--- config.mk ---
export PLATFORM = sky130hd
export DESIGN_NAME = scc_ctrl
export DESIGN_NICKNAME = d
export VERILOG_FILES = /design/src/common/scc_pkg.sv /design/src/scc_dom_rewrite.sv /design/src/scc_ctrl.sv
export SDC_FILE = /design/constraint.sdc
export NUM_CORES = 1
export LEC_CHECK = 0
export ABC_AREA = 1
export BUFFER_PORTS_ARGS = -buffer_cell sky130_fd_sc_hd__clkbuf_2
export CAP_MARGIN = 30
export CELL_PAD_IN_SITES_DETAIL_PLACEMENT = 1
export CELL_PAD_IN_SITES_GLOBAL_PLACEMENT = 2
export CORE_ASPECT_RATIO = 0.5
export CORE_MARGIN = 3
export CORE_UTILIZATION = 17
export DETAILED_ROUTE_END_ITERATION = 8
export PLACE_DENSITY_LB_ADDON = 0.1
export SLEW_MARGIN = 15
export SYNTH_ARGS = -nofsm -noshare
export SYNTH_HDL_FRONTEND = slang
export SYNTH_SLANG_ARGS = --single-unit
--- constraint.sdc ---
create_clock -name clk_i -period 1 [get_ports clk_i]
set_input_delay 0.2 -clock clk_i [delete_from_list [all_inputs] [get_ports clk_i]]
set_output_delay 0.2 -clock clk_i [all_outputs]
set_load 0.005 [all_outputs]
--- src/common/scc_pkg.sv ---
// Constants, encodings and register map of the snoop and shareability control block.
// Assumes one clock domain and a single word-wide register port.
//
// Overview of operation
// - One snoop control register per slave port.
// - Bit 31 shows DVM support, read-only.
// - Bit 30 shows snoop support, ports 3-4 only.
// - Bit 1 DVM enable, resets zero.
// - Bit 0 snoop enable, resets zero.
// - Channel absent: all snoop register writes dropped.
// - Snoops globally off: snoop enable writes dropped.
// - DVM globally off: DVM enable writes dropped.
// - Non-secure access only when permitted.
// - Domain override only on ACE-Lite ports.
// - FIXED, device, barrier, DVM never overridden.
// - Two-bit override field, resets zero, 0-1 pass.
// - Mode 2 forces non-shareable, converts types.
// - Mode 3 forces shareable, converts types.
// - Forced shareable exclusives become normal accesses.
// - Converted exclusive write answers OKAY.
// - Bits 29 to 2 read zero.
package scc_pkg;

  // ---------------------------------------------------------------
  // Geometry and register map
  // ---------------------------------------------------------------
  localparam int SCC_NPORTS = 5;
  localparam int SCC_AW = 8;
  localparam int SCC_DW = 32;
  localparam int SCC_STRIDE = 4;
  localparam logic [SCC_AW-1:0] SCC_SNP_BASE = 8'h00;
  localparam logic [SCC_AW-1:0] SCC_OVR_BASE = 8'h20;
  localparam logic [SCC_NPORTS-1:0] SCC_SNP_CAPABLE = 5'h18;
  localparam logic [SCC_NPORTS-1:0] SCC_ACE_LITE = 5'h07;

  // ---------------------------------------------------------------
  // Field positions
  // ---------------------------------------------------------------
  localparam int SCC_DVM_SUP_BIT = 31;
  localparam int SCC_SNP_SUP_BIT = 30;
  localparam int SCC_RSV_MSB = 29;
  localparam int SCC_RSV_LSB = 2;
  localparam int SCC_DVM_EN_BIT = 1;
  localparam int SCC_SNP_EN_BIT = 0;
  localparam int SCC_OVR_LSB = 0;
  localparam int SCC_OVR_W = 2;

  // ---------------------------------------------------------------
  // Encodings
  // ---------------------------------------------------------------
  typedef enum logic [1:0] {
    SCC_OVR_PASS0 = 2'h0,
    SCC_OVR_PASS1 = 2'h1,
    SCC_OVR_NONSH = 2'h2,
    SCC_OVR_SHARE = 2'h3
  } scc_ovr_t;

  localparam logic [1:0] SCC_OVR_RST = 2'h0;
  localparam logic [1:0] SCC_DOM_NONSH = 2'h0;
  localparam logic [1:0] SCC_DOM_INNER = 2'h1;
  localparam logic [3:0] SCC_SNP_NOSNOOP = 4'h0;
  localparam logic [3:0] SCC_SNP_LINEUNIQ = 4'h1;
  localparam logic [1:0] SCC_BURST_FIXED = 2'h0;
  localparam logic [1:0] SCC_RESP_OKAY = 2'h0;
  localparam logic [1:0] SCC_RESP_EXOKAY = 2'h1;

endpackage : scc_pkg

--- src/scc_dom_rewrite.sv ---
// Domain and transaction type rewrite for one slave port request channel.
// Assumes the request and response beats come as one-cycle valid pulses.
`timescale 1ns/1ps
module scc_dom_rewrite
  import scc_pkg::*;
(
  input wire logic clk_i,
  input wire logic reset_i,
  input wire logic [1:0] mode_i,
  input wire logic req_valid_i,
  input wire logic req_write_i,
  input wire logic [1:0] req_domain_i,
  input wire logic [3:0] req_snoop_i,
  input wire logic [1:0] req_burst_i,
  input wire logic req_device_i,
  input wire logic req_barrier_i,
  input wire logic req_dvm_i,
  input wire logic req_excl_i,
  input wire logic rsp_valid_i,
  input wire logic [1:0] rsp_i,
  output logic out_valid_o,
  output logic [1:0] out_domain_o,
  output logic [3:0] out_snoop_o,
  output logic out_excl_o,
  output logic rsp_valid_o,
  output logic [1:0] rsp_o
);

  typedef struct packed {
    logic valid;
    logic [1:0] domain;
    logic [3:0] snoop;
    logic excl;
    logic rvalid;
    logic [1:0] resp;
  } scc_rw_t;

  scc_rw_t q, d;
  logic keep;

  // ---------------------------------------------------------------
  // Rewrite
  // ---------------------------------------------------------------
  always_comb begin
    d = q;
    keep = (req_burst_i == SCC_BURST_FIXED) | req_device_i | req_barrier_i | req_dvm_i;
    d.valid = req_valid_i;
    d.domain = req_domain_i;
    d.snoop = req_snoop_i;
    d.excl = req_excl_i;
    if (!keep && mode_i == SCC_OVR_NONSH) begin
      d.domain = SCC_DOM_NONSH;
      // ReadOnce and WriteUnique share code with their no-snoop forms
      if (req_write_i && req_snoop_i == SCC_SNP_LINEUNIQ) begin
        d.snoop = SCC_SNP_NOSNOOP;
      end
    end else if (!keep && mode_i == SCC_OVR_SHARE) begin
      d.domain = SCC_DOM_INNER;
      d.excl = 1'b0;
    end
    d.rvalid = rsp_valid_i;
    d.resp = rsp_i;
    // No exclusive monitor downstream once stripped, so never pass EXOKAY
    if (mode_i == SCC_OVR_SHARE && rsp_i == SCC_RESP_EXOKAY) begin
      d.resp = SCC_RESP_OKAY;
    end
  end

  always_ff @(posedge clk_i) begin
    if (reset_i) begin
      q <= '0;
    end else begin
      q <= d;
    end
  end

  assign out_valid_o = q.valid;
  assign out_domain_o = q.domain;
  assign out_snoop_o = q.snoop;
  assign out_excl_o = q.excl;
  assign rsp_valid_o = q.rvalid;
  assign rsp_o = q.resp;
endmodule : scc_dom_rewrite

--- src/scc_ctrl.sv ---
// Snoop and DVM request control for all slave ports plus shareability override for the ACE-Lite ports.
// Assumes a single-cycle register port and request pulses in the same clock.
`timescale 1ns/1ps
module scc_ctrl
  import scc_pkg::*;
#(
  parameter int N_PORTS = SCC_NPORTS,
  parameter logic [N_PORTS-1:0] SNOOP_CAPABLE = SCC_SNP_CAPABLE,
  parameter logic [N_PORTS-1:0] ACE_LITE = SCC_ACE_LITE
) (
  input wire logic clk_i,
  input wire logic reset_i,
  // Register port
  input wire logic [SCC_AW-1:0] reg_addr_i,
  input wire logic [SCC_DW-1:0] reg_wdata_i,
  input wire logic reg_wr_i,
  input wire logic reg_rd_i,
  input wire logic reg_secure_i,
  output logic [SCC_DW-1:0] reg_rdata_o,
  // Global settings held elsewhere
  input wire logic nonsecure_allow_i,
  input wire logic snoop_off_i,
  input wire logic dvm_off_i,
  input wire logic [N_PORTS-1:0] snoop_channel_present_in_i,
  // Request gating
  input wire logic [N_PORTS-1:0] snoop_req_i,
  input wire logic [N_PORTS-1:0] dvm_req_i,
  output logic [N_PORTS-1:0] snoop_req_o,
  output logic [N_PORTS-1:0] dvm_req_o,
  // Incoming request channels
  input wire logic [N_PORTS-1:0] req_valid_i,
  input wire logic [N_PORTS-1:0] req_write_i,
  input wire logic [2*N_PORTS-1:0] req_domain_i,
  input wire logic [4*N_PORTS-1:0] req_snoop_i,
  input wire logic [2*N_PORTS-1:0] req_burst_i,
  input wire logic [N_PORTS-1:0] req_device_i,
  input wire logic [N_PORTS-1:0] req_barrier_i,
  input wire logic [N_PORTS-1:0] req_dvm_i,
  input wire logic [N_PORTS-1:0] req_excl_i,
  input wire logic [N_PORTS-1:0] rsp_valid_i,
  input wire logic [2*N_PORTS-1:0] rsp_i,
  output logic [N_PORTS-1:0] out_valid_o,
  output logic [2*N_PORTS-1:0] out_domain_o,
  output logic [4*N_PORTS-1:0] out_snoop_o,
  output logic [N_PORTS-1:0] out_excl_o,
  output logic [N_PORTS-1:0] rsp_valid_o,
  output logic [2*N_PORTS-1:0] rsp_o
);

  // ---------------------------------------------------------------
  // State
  // ---------------------------------------------------------------
  typedef struct packed {
    logic [N_PORTS-1:0] snp_en;
    logic [N_PORTS-1:0] dvm_en;
    logic [2*N_PORTS-1:0] ovr;
    logic [SCC_DW-1:0] rdata;
  } scc_regs_t;

  scc_regs_t q, d;
  logic acc_ok;
  logic [N_PORTS-1:0] snp_hit;
  logic [N_PORTS-1:0] ovr_hit;
  logic [N_PORTS-1:0] snp_sup;
  logic [N_PORTS-1:0] dvm_sup;
  logic [N_PORTS-1:0] snp_act;
  logic [N_PORTS-1:0] dvm_act;

  // ---------------------------------------------------------------
  // Support and effective enables
  // ---------------------------------------------------------------
  // Support bits read zero under the global override
  assign snp_sup = snoop_channel_present_in_i & SNOOP_CAPABLE & {N_PORTS{!snoop_off_i}};
  assign dvm_sup = snoop_channel_present_in_i & {N_PORTS{!dvm_off_i}};
  // Enable bit is masked so a dropped support also stops requests
  assign snp_act = q.snp_en & snp_sup;
  assign dvm_act = q.dvm_en & dvm_sup;
  assign snoop_req_o = snoop_req_i & snp_act;
  assign dvm_req_o = dvm_req_i & dvm_act;

  assign acc_ok = reg_secure_i | nonsecure_allow_i;

  // ---------------------------------------------------------------
  // Register decode, write and read
  // ---------------------------------------------------------------
  always_comb begin
    d = q;
    d.rdata = '0;
    for (int p = 0; p < N_PORTS; p++) begin
      snp_hit[p] = (reg_addr_i == SCC_AW'(SCC_SNP_BASE + p * SCC_STRIDE));
      ovr_hit[p] = (reg_addr_i == SCC_AW'(SCC_OVR_BASE + p * SCC_STRIDE));
    end
    for (int p = 0; p < N_PORTS; p++) begin
      if (reg_wr_i && acc_ok && snp_hit[p] && snoop_channel_present_in_i[p]) begin
        if (snp_sup[p]) begin
          d.snp_en[p] = reg_wdata_i[SCC_SNP_EN_BIT];
        end
        if (dvm_sup[p]) begin
          d.dvm_en[p] = reg_wdata_i[SCC_DVM_EN_BIT];
        end
      end else if (reg_wr_i && acc_ok && ovr_hit[p] && ACE_LITE[p]) begin
        d.ovr[2*p +: 2] = reg_wdata_i[SCC_OVR_LSB +: SCC_OVR_W];
      end
      if (reg_rd_i && acc_ok && snp_hit[p]) begin
        // Reserved field stays at the zero set above
        d.rdata[SCC_DVM_SUP_BIT] = dvm_sup[p];
        d.rdata[SCC_SNP_SUP_BIT] = snp_sup[p];
        d.rdata[SCC_DVM_EN_BIT] = dvm_act[p];
        d.rdata[SCC_SNP_EN_BIT] = snp_act[p];
      end else if (reg_rd_i && acc_ok && ovr_hit[p] && ACE_LITE[p]) begin
        d.rdata[SCC_OVR_LSB +: SCC_OVR_W] = q.ovr[2*p +: 2];
      end
    end
  end

  always_ff @(posedge clk_i) begin
    if (reset_i) begin
      // Enables and override field all reset to zero
      q <= '0;
    end else begin
      q <= d;
    end
  end

  assign reg_rdata_o = q.rdata;

  // ---------------------------------------------------------------
  // Per-port rewrite
  // ---------------------------------------------------------------
  for (genvar g = 0; g < N_PORTS; g++) begin : g_port
    logic [1:0] mode;
    // Fully coherent ports never see the override
    assign mode = ACE_LITE[g] ? q.ovr[2*g +: 2] : SCC_OVR_PASS0;

    scc_dom_rewrite u_rw (
      .clk_i(clk_i),
      .reset_i(reset_i),
      .mode_i(mode),
      .req_valid_i(req_valid_i[g]),
      .req_write_i(req_write_i[g]),
      .req_domain_i(req_domain_i[2*g +: 2]),
      .req_snoop_i(req_snoop_i[4*g +: 4]),
      .req_burst_i(req_burst_i[2*g +: 2]),
      .req_device_i(req_device_i[g]),
      .req_barrier_i(req_barrier_i[g]),
      .req_dvm_i(req_dvm_i[g]),
      .req_excl_i(req_excl_i[g]),
      .rsp_valid_i(rsp_valid_i[g]),
      .rsp_i(rsp_i[2*g +: 2]),
      .out_valid_o(out_valid_o[g]),
      .out_domain_o(out_domain_o[2*g +: 2]),
      .out_snoop_o(out_snoop_o[4*g +: 4]),
      .out_excl_o(out_excl_o[g]),
      .rsp_valid_o(rsp_valid_o[g]),
      .rsp_o(rsp_o[2*g +: 2])
    );
  end

  localparam logic [SCC_AW-1:0] SNP3_ADDR = SCC_AW'(SCC_SNP_BASE + 3 * SCC_STRIDE);
endmodule : scc_ctrl

; After elaboration in Yosys (flattened, before gate mapping)
; Index checks and enable logic that the tools add are counted.
[word_totals]
wordCells = 180
ff_bits = 103
output_inout_bits = 97
[op_classes]
eq_ne = 19
bitwise_logic = 19
reduce_logical = 66
n_mux = 28
[op_table]
columns = cell, count
row1 = $logic_and 1x1->1, 35
row2 = $and 5x5->5, 6
row3 = $mux 2, 13
row4 = $reduce_and 2->1, 13
row5 = $eq 8x6->1 const B, 3
row6 = $mux 4, 6
row7 = $eq 8x4->1 const B, 2
row8 = $eq 2x2->1 const B, 6
row9 = $eq 4x1->1 const B, 3
row10 = $reduce_or 2->1, 6
row11 = $or 1x1->1, 10
row12 = $mux 1, 9
row13 = $reduce_or 3->1, 3
row14 = $eq 8x3->1 const B, 1
row15 = $eq 8x5->1 const B, 1
row16 = $logic_not 8->1, 1
row17 = $eq 2x1->1 const B, 3
row18 = $logic_not 2->1, 3
row19 = $logic_not 1->1, 5
row20 = $not 1->1, 3

; Longest topological paths before layout
[logic_depth]
ltp_word = 11
mapped_depth = 10
depth_no_buf = 10

; Modules after synthesis
; Synthesis repeated with hierarchy kept, for this count alone.
[hier_totals]
cells_unflattened = 492
area_unflattened_um2 = 3457.1
[modules_own_cells]
columns = module, seq_area_each_um2, instances, area_each_um2, cells_each
row1 = scc_dom_rewrite, 220.2, 5, 409.1, 55
row2 = scc_ctrl, 340.3, 1, 1411.4, 217

; Worst setup path before layout
; No wires, ideal clock.
[synth_path]
path_kind = input-to-reg
startpoint = input reg_addr_i[7]
endpoint = register q[46] in the netlist's numbering
arrival_ns = 0.906
path_slack_ns = -0.034
setup_ns = 0.128
cell_stages = 6
required_time_ns = 0.872
path_cell_list = nor2_4 -> nand2_1 -> nor3_4 -> nand4_1 -> a21oi_1 -> nor2_1
[synth_via]
elab_chain_cells = 4
[synth_lines]
columns = element, line_no
row1 = "start, declared", scc_ctrl.sv:14  ; input wire logic [SCC_AW-1:0] reg_addr_i,
row2 = $eq 8x5->1, scc_ctrl.sv:90  ; snp_hit[p] = (reg_addr_i == SCC_AW'(SCC_SNP_BASE + p * SCC_STRIDE));
row3 = $logic_and 1x1->1 (2 in a row), scc_ctrl.sv:94  ; if (reg_wr_i && acc_ok && snp_hit[p] && snoop_channel_present_in_i[p]) begin
row4 = $reduce_and 2->1 (no line), n/a
row5 = "end signal, assigned", scc_ctrl.sv:119  ; q <= '0;
row6 = "end signal, assigned", scc_ctrl.sv:121  ; q <= d;
row7 = "end, declared", scc_ctrl.sv:60  ; scc_regs_t q, d;
; No other way between the ends.
; A chain may end at the register's enable or synchronous reset.

; Worst setup path in the final report
[layout_path]
startpoint = register q[44] in the netlist's numbering
endpoint = output dvm_req_o[2]
[layout_via]
elab_chain_cells = 2
[layout_lines]
columns = element, line_no
row1 = $and 5x5->5, scc_ctrl.sv:77  ; assign dvm_act = q.dvm_en & dvm_sup;
row2 = $and 5x5->5, scc_ctrl.sv:79  ; assign dvm_req_o = dvm_req_i & dvm_act;
row3 = "end, declared", scc_ctrl.sv:29  ; output logic [N_PORTS-1:0] dvm_req_o,
; No other way between the ends.

==> results.sh <==
export IMPL_ff_latch_area_um2=1475
export IMPL_fin_cells=848
export IMPL_io_pin_count=245
export IMPL_synth_cell_type_count=35
export IMPL_fp_dieH_um=102.5
export IMPL_clock_power_share=0.497
export IMPL_cts_buffers=9
export IMPL_avgSynthCellArea_um2=7.668
export IMPL_wl_mm=11.15
export IMPL_place_port_buffers=168
export IMPL_clkTransAtPathRegs_ps=70
export IMPL_hold_viol=0
export IMPL_fin_worst_skew_ps=9.010
export IMPL_grt_first_pass_wirelength_mm=16.55
export IMPL_cellPowerDensity_nw_per_um2=1544
export IMPL_yosys_warnings=0
export IMPL_crit_type="reg2out"
export IMPL_slew_headroom=0.6357
export IMPL_hold_ws_ps=46.94
export IMPL_violations="setup timing"
export IMPL_whs_endpoint="g_port[3].u_rw.rsp_o[1]$_SDFF_PP0_"
export IMPL_drive_gt1_frac=0.5033
export IMPL_dieArea_um2=20400
export IMPL_clock_latency_ps=330
export IMPL_synth_top_area_frac=0.4552
export IMPL_grt_pass1_vias=3100
export IMPL_required_ps=800
export IMPL_path_buf_inv=2
export IMPL_place_congestion=0.7251
export IMPL_crit_arrival_ps=980
export IMPL_period_share=1.176
export IMPL_irDropWorstVdd_uv=812.8
export IMPL_r2r_setup_slack_ps=-90
export IMPL_rows=34
export IMPL_slowest_stage="dfxtp_2"
export IMPL_grt_overflow=0
export IMPL_status="finished, violations left"
export IMPL_cts_buffer_depth=2
export IMPL_grt_max_degree=46
export IMPL_dr_pass1_iters=4
export IMPL_areaGrowthSynthToFinish_pct=55.75
export IMPL_track_usage=0.1063
export IMPL_p_int_mw=5.832
export IMPL_reg2reg_depth=9
export IMPL_max_stage_delay_ps=330
export IMPL_via_count=3073
export IMPL_core_um2=17820
export IMPL_ctsRootBufferMaster="clkbuf_16"
export IMPL_synth_cells=413
export IMPL_worst_pin_slew_ps=540.7
export IMPL_hold_path_depth=3
export IMPL_start_util=0.1777
export IMPL_n_antenna_cell=0
export IMPL_yosysTopAreaCell="dfxtp_1"
export IMPL_yosysSeqAreaShare=0.4552
export IMPL_period_needed_ps=1176
export IMPL_fin_nets=757
export IMPL_switching_power_mw=1.782
export IMPL_finalSetupViolations=9
export IMPL_min_path_type="in2reg"
export IMPL_htree_levels=3
export IMPL_cts_tree="built"
export IMPL_power_leakage_nw=2.585
export IMPL_dpl_hpwl_mm=9.190
export IMPL_drtIter0Drc=52
export IMPL_drc=0
export IMPL_ys_top_cells_by_area="dfxtp_1, buf_4, nor2_1"
export IMPL_nFillCells=2175
export IMPL_r2r_start="q[44]$_SDFFE_PP0P_"
export IMPL_timing_final_ws_setup_ps=-176.5
export IMPL_antenna_found_initial=0
export IMPL_p_comb_frac=0.107
export IMPL_report_final_slew_viol_count=0
export IMPL_r2r_end="reg_rdata_o[1]$_SDFF_PP0_"
export IMPL_ys_ff_latch=72
export IMPL_crit_fanout=2
export IMPL_power_frac_seq=0.396
export IMPL_cp_cell_sequence="inv_2 > nor3b_2 > buf_2"
export IMPL_fp_dieW_um=199.0
export IMPL_maxCapViolCount=0
export IMPL_netlist_area_um2=3167
export IMPL_timing_fmax_ghz=0.8500
export IMPL_multi_input_area_um2=1304
export IMPL_sw_frac_of_total=0.2340
export IMPL_cp_start_kind="register"
export IMPL_vias_per_cell=3.624
export IMPL_place_inst=822
export IMPL_ctsHoldBuffers=0
export IMPL_wl_per_cell_um=13.15
export IMPL_cts_sinks=72
export IMPL_path_delay_family="flip-flops"
export IMPL_rsz0062_at_grt="yes"
export IMPL_ant_nets=0
export IMPL_critPathCaptureType="output pin"
export IMPL_holdCritStartpoint="rsp_i[7]"
[cell families (layout without fill, tap and decap cells)]
| logic type | count (synthesis) | count (layout) | synth area share |
|---|---|---|---|
| AOI/OAI and AO/OA | 37 | 37 | 0.06954 |
| buffers and inverters | 133 | 304 | 0.2181 |
| DFF | 72 | 72 | 0.4552 |
| other | 1 | 31 | 0.001184 |
| and+or+nand+nor | 170 | 170 | 0.2560 |
[per-stage QoR]
step | power (mW) | area [um2] | util | setup TNS (ps) | setup WS, ps
detailed placement | 3.876 | 4293 | 0.2408 | -8121 | -385.1
CTS | 7.792 | 4782 | 0.2683 | -1364 | -218.3
floorplan | 3.480 | 3287 | - | -116.1 | -33.73
global route | 8.026 | 4932 | 0.2767 | -1873 | -241.7
global placement | 3.866 | 4293 | 0.2408 | -7838 | -392.0
finish | 7.614 | 4932 | 0.2767 | -1031 | -176.5
[area by class of cell]
type                            instances  area share
Clock buffer                           10     0.04642
Clock inverter                          6     0.02359
Inverter                               77     0.05961
Multi-Input combinational cell        238      0.2643
Sequential cell                        72      0.2991
Tap cell                              234     0.05936
Timing Repair Buffer                  211      0.2476
[registers in the layout, summed over array words and instances (netlist names)]
register and cells:
g_port.u_rw.out_domain_o 10, q 7, g_port.u_rw.rsp_valid_o 5, g_port.u_rw.out_excl_o 5
reg_rdata_o 4, g_port.u_rw.out_valid_o 5, g_port.u_rw.rsp_o 10, g_port.mode 6
g_port.u_rw.out_snoop_o 20
[cell usage after synthesis, drive strengths merged]
cell and instances:
a211oi 1, buf 54, nand4 6, o21ai 13, nor3 9, nor4 1
conb 1, o21a 1, o31ai 3, dfxtp 72, o41ai 1, nand2 31
o211a 1, and3 4, a21oi 15, or2 2, nor2 91, clkbuf 2
a31oi 2, nand3 22, inv 76, nor3b 4, clkinv 1
[power groups by stage]
stage	registers, mW	logic (mW)	clock network (mW)
floorplan	3.09	0.389	0
global placement	3.08	0.786	0
detailed placement	3.08	0.793	0
CTS	3.01	0.809	3.97
global route	3.02	0.922	4.08
finish	3.01	0.816	3.78
[per-layer routing]
layer / GRT usage / share of wire / up-vias
met2: 0.1828 / 0.48 / 91
met5: 0 / 0 / -
met1: 0.1336 / 0.46 / 1394
met3: 0.02808 / 0.052 / 8
met4: 0.02913 / 0.0093 / 0
li1: - / - / 1580
[worst max path at each step]
stage | from | endpoint | slack [ps] | depth (start not counted)
floorplan | reg_addr_i[7] | q[46]$_SDFFE_PP0P_ | -30 | 6
global placement | req_device_i[0] | g_port[0].u_rw.out_snoop_o[0]$_SDFF_PP0_ | -390 | 7
detailed placement | req_device_i[0] | g_port[0].u_rw.out_snoop_o[0]$_SDFF_PP0_ | -390 | 7
CTS | q[44]$_SDFFE_PP0P_ | dvm_req_o[2] | -220 | 3
global route | q[44]$_SDFFE_PP0P_ | dvm_req_o[2] | -240 | 3
finish | q[44]$_SDFFE_PP0P_ | dvm_req_o[2] | -180 | 3
[worst register-to-register path, cell delays in order (launching register included)]
cell	delay (ps)
dfxtp_2	330
inv_2	50
buf_4	120
nor2_1	90
nand3_1	80
nand2_1	60
inv_1	40
nand4_1	80
nand2_1	70
a21oi_2	110
[what timing repair did]
action,CTS,global route
resized for setup,31,61
gates cloned,0,0
buffers inserted,9,1
endpoints found under the setup margin,21,48
pin swaps,6,18
[cells in the final DEF, fill, tap and decap left out, types with 7 or more instances in the layout]
master / count
nand3_1: 18
inv_1: 64
dfxtp_1: 49
buf_2: 12
o21ai_0: 8
inv_2: 11
nand2_1: 23
conb_1: 31
clkbuf_2: 152
nor2_1: 73
a21oi_1: 14
clkbuf_16: 9
buf_4: 39
nand2_2: 7
nor2_4: 7
nor2_2: 11
dfxtp_2: 21
No activity file was read; power rests on OpenSTA's default activity.
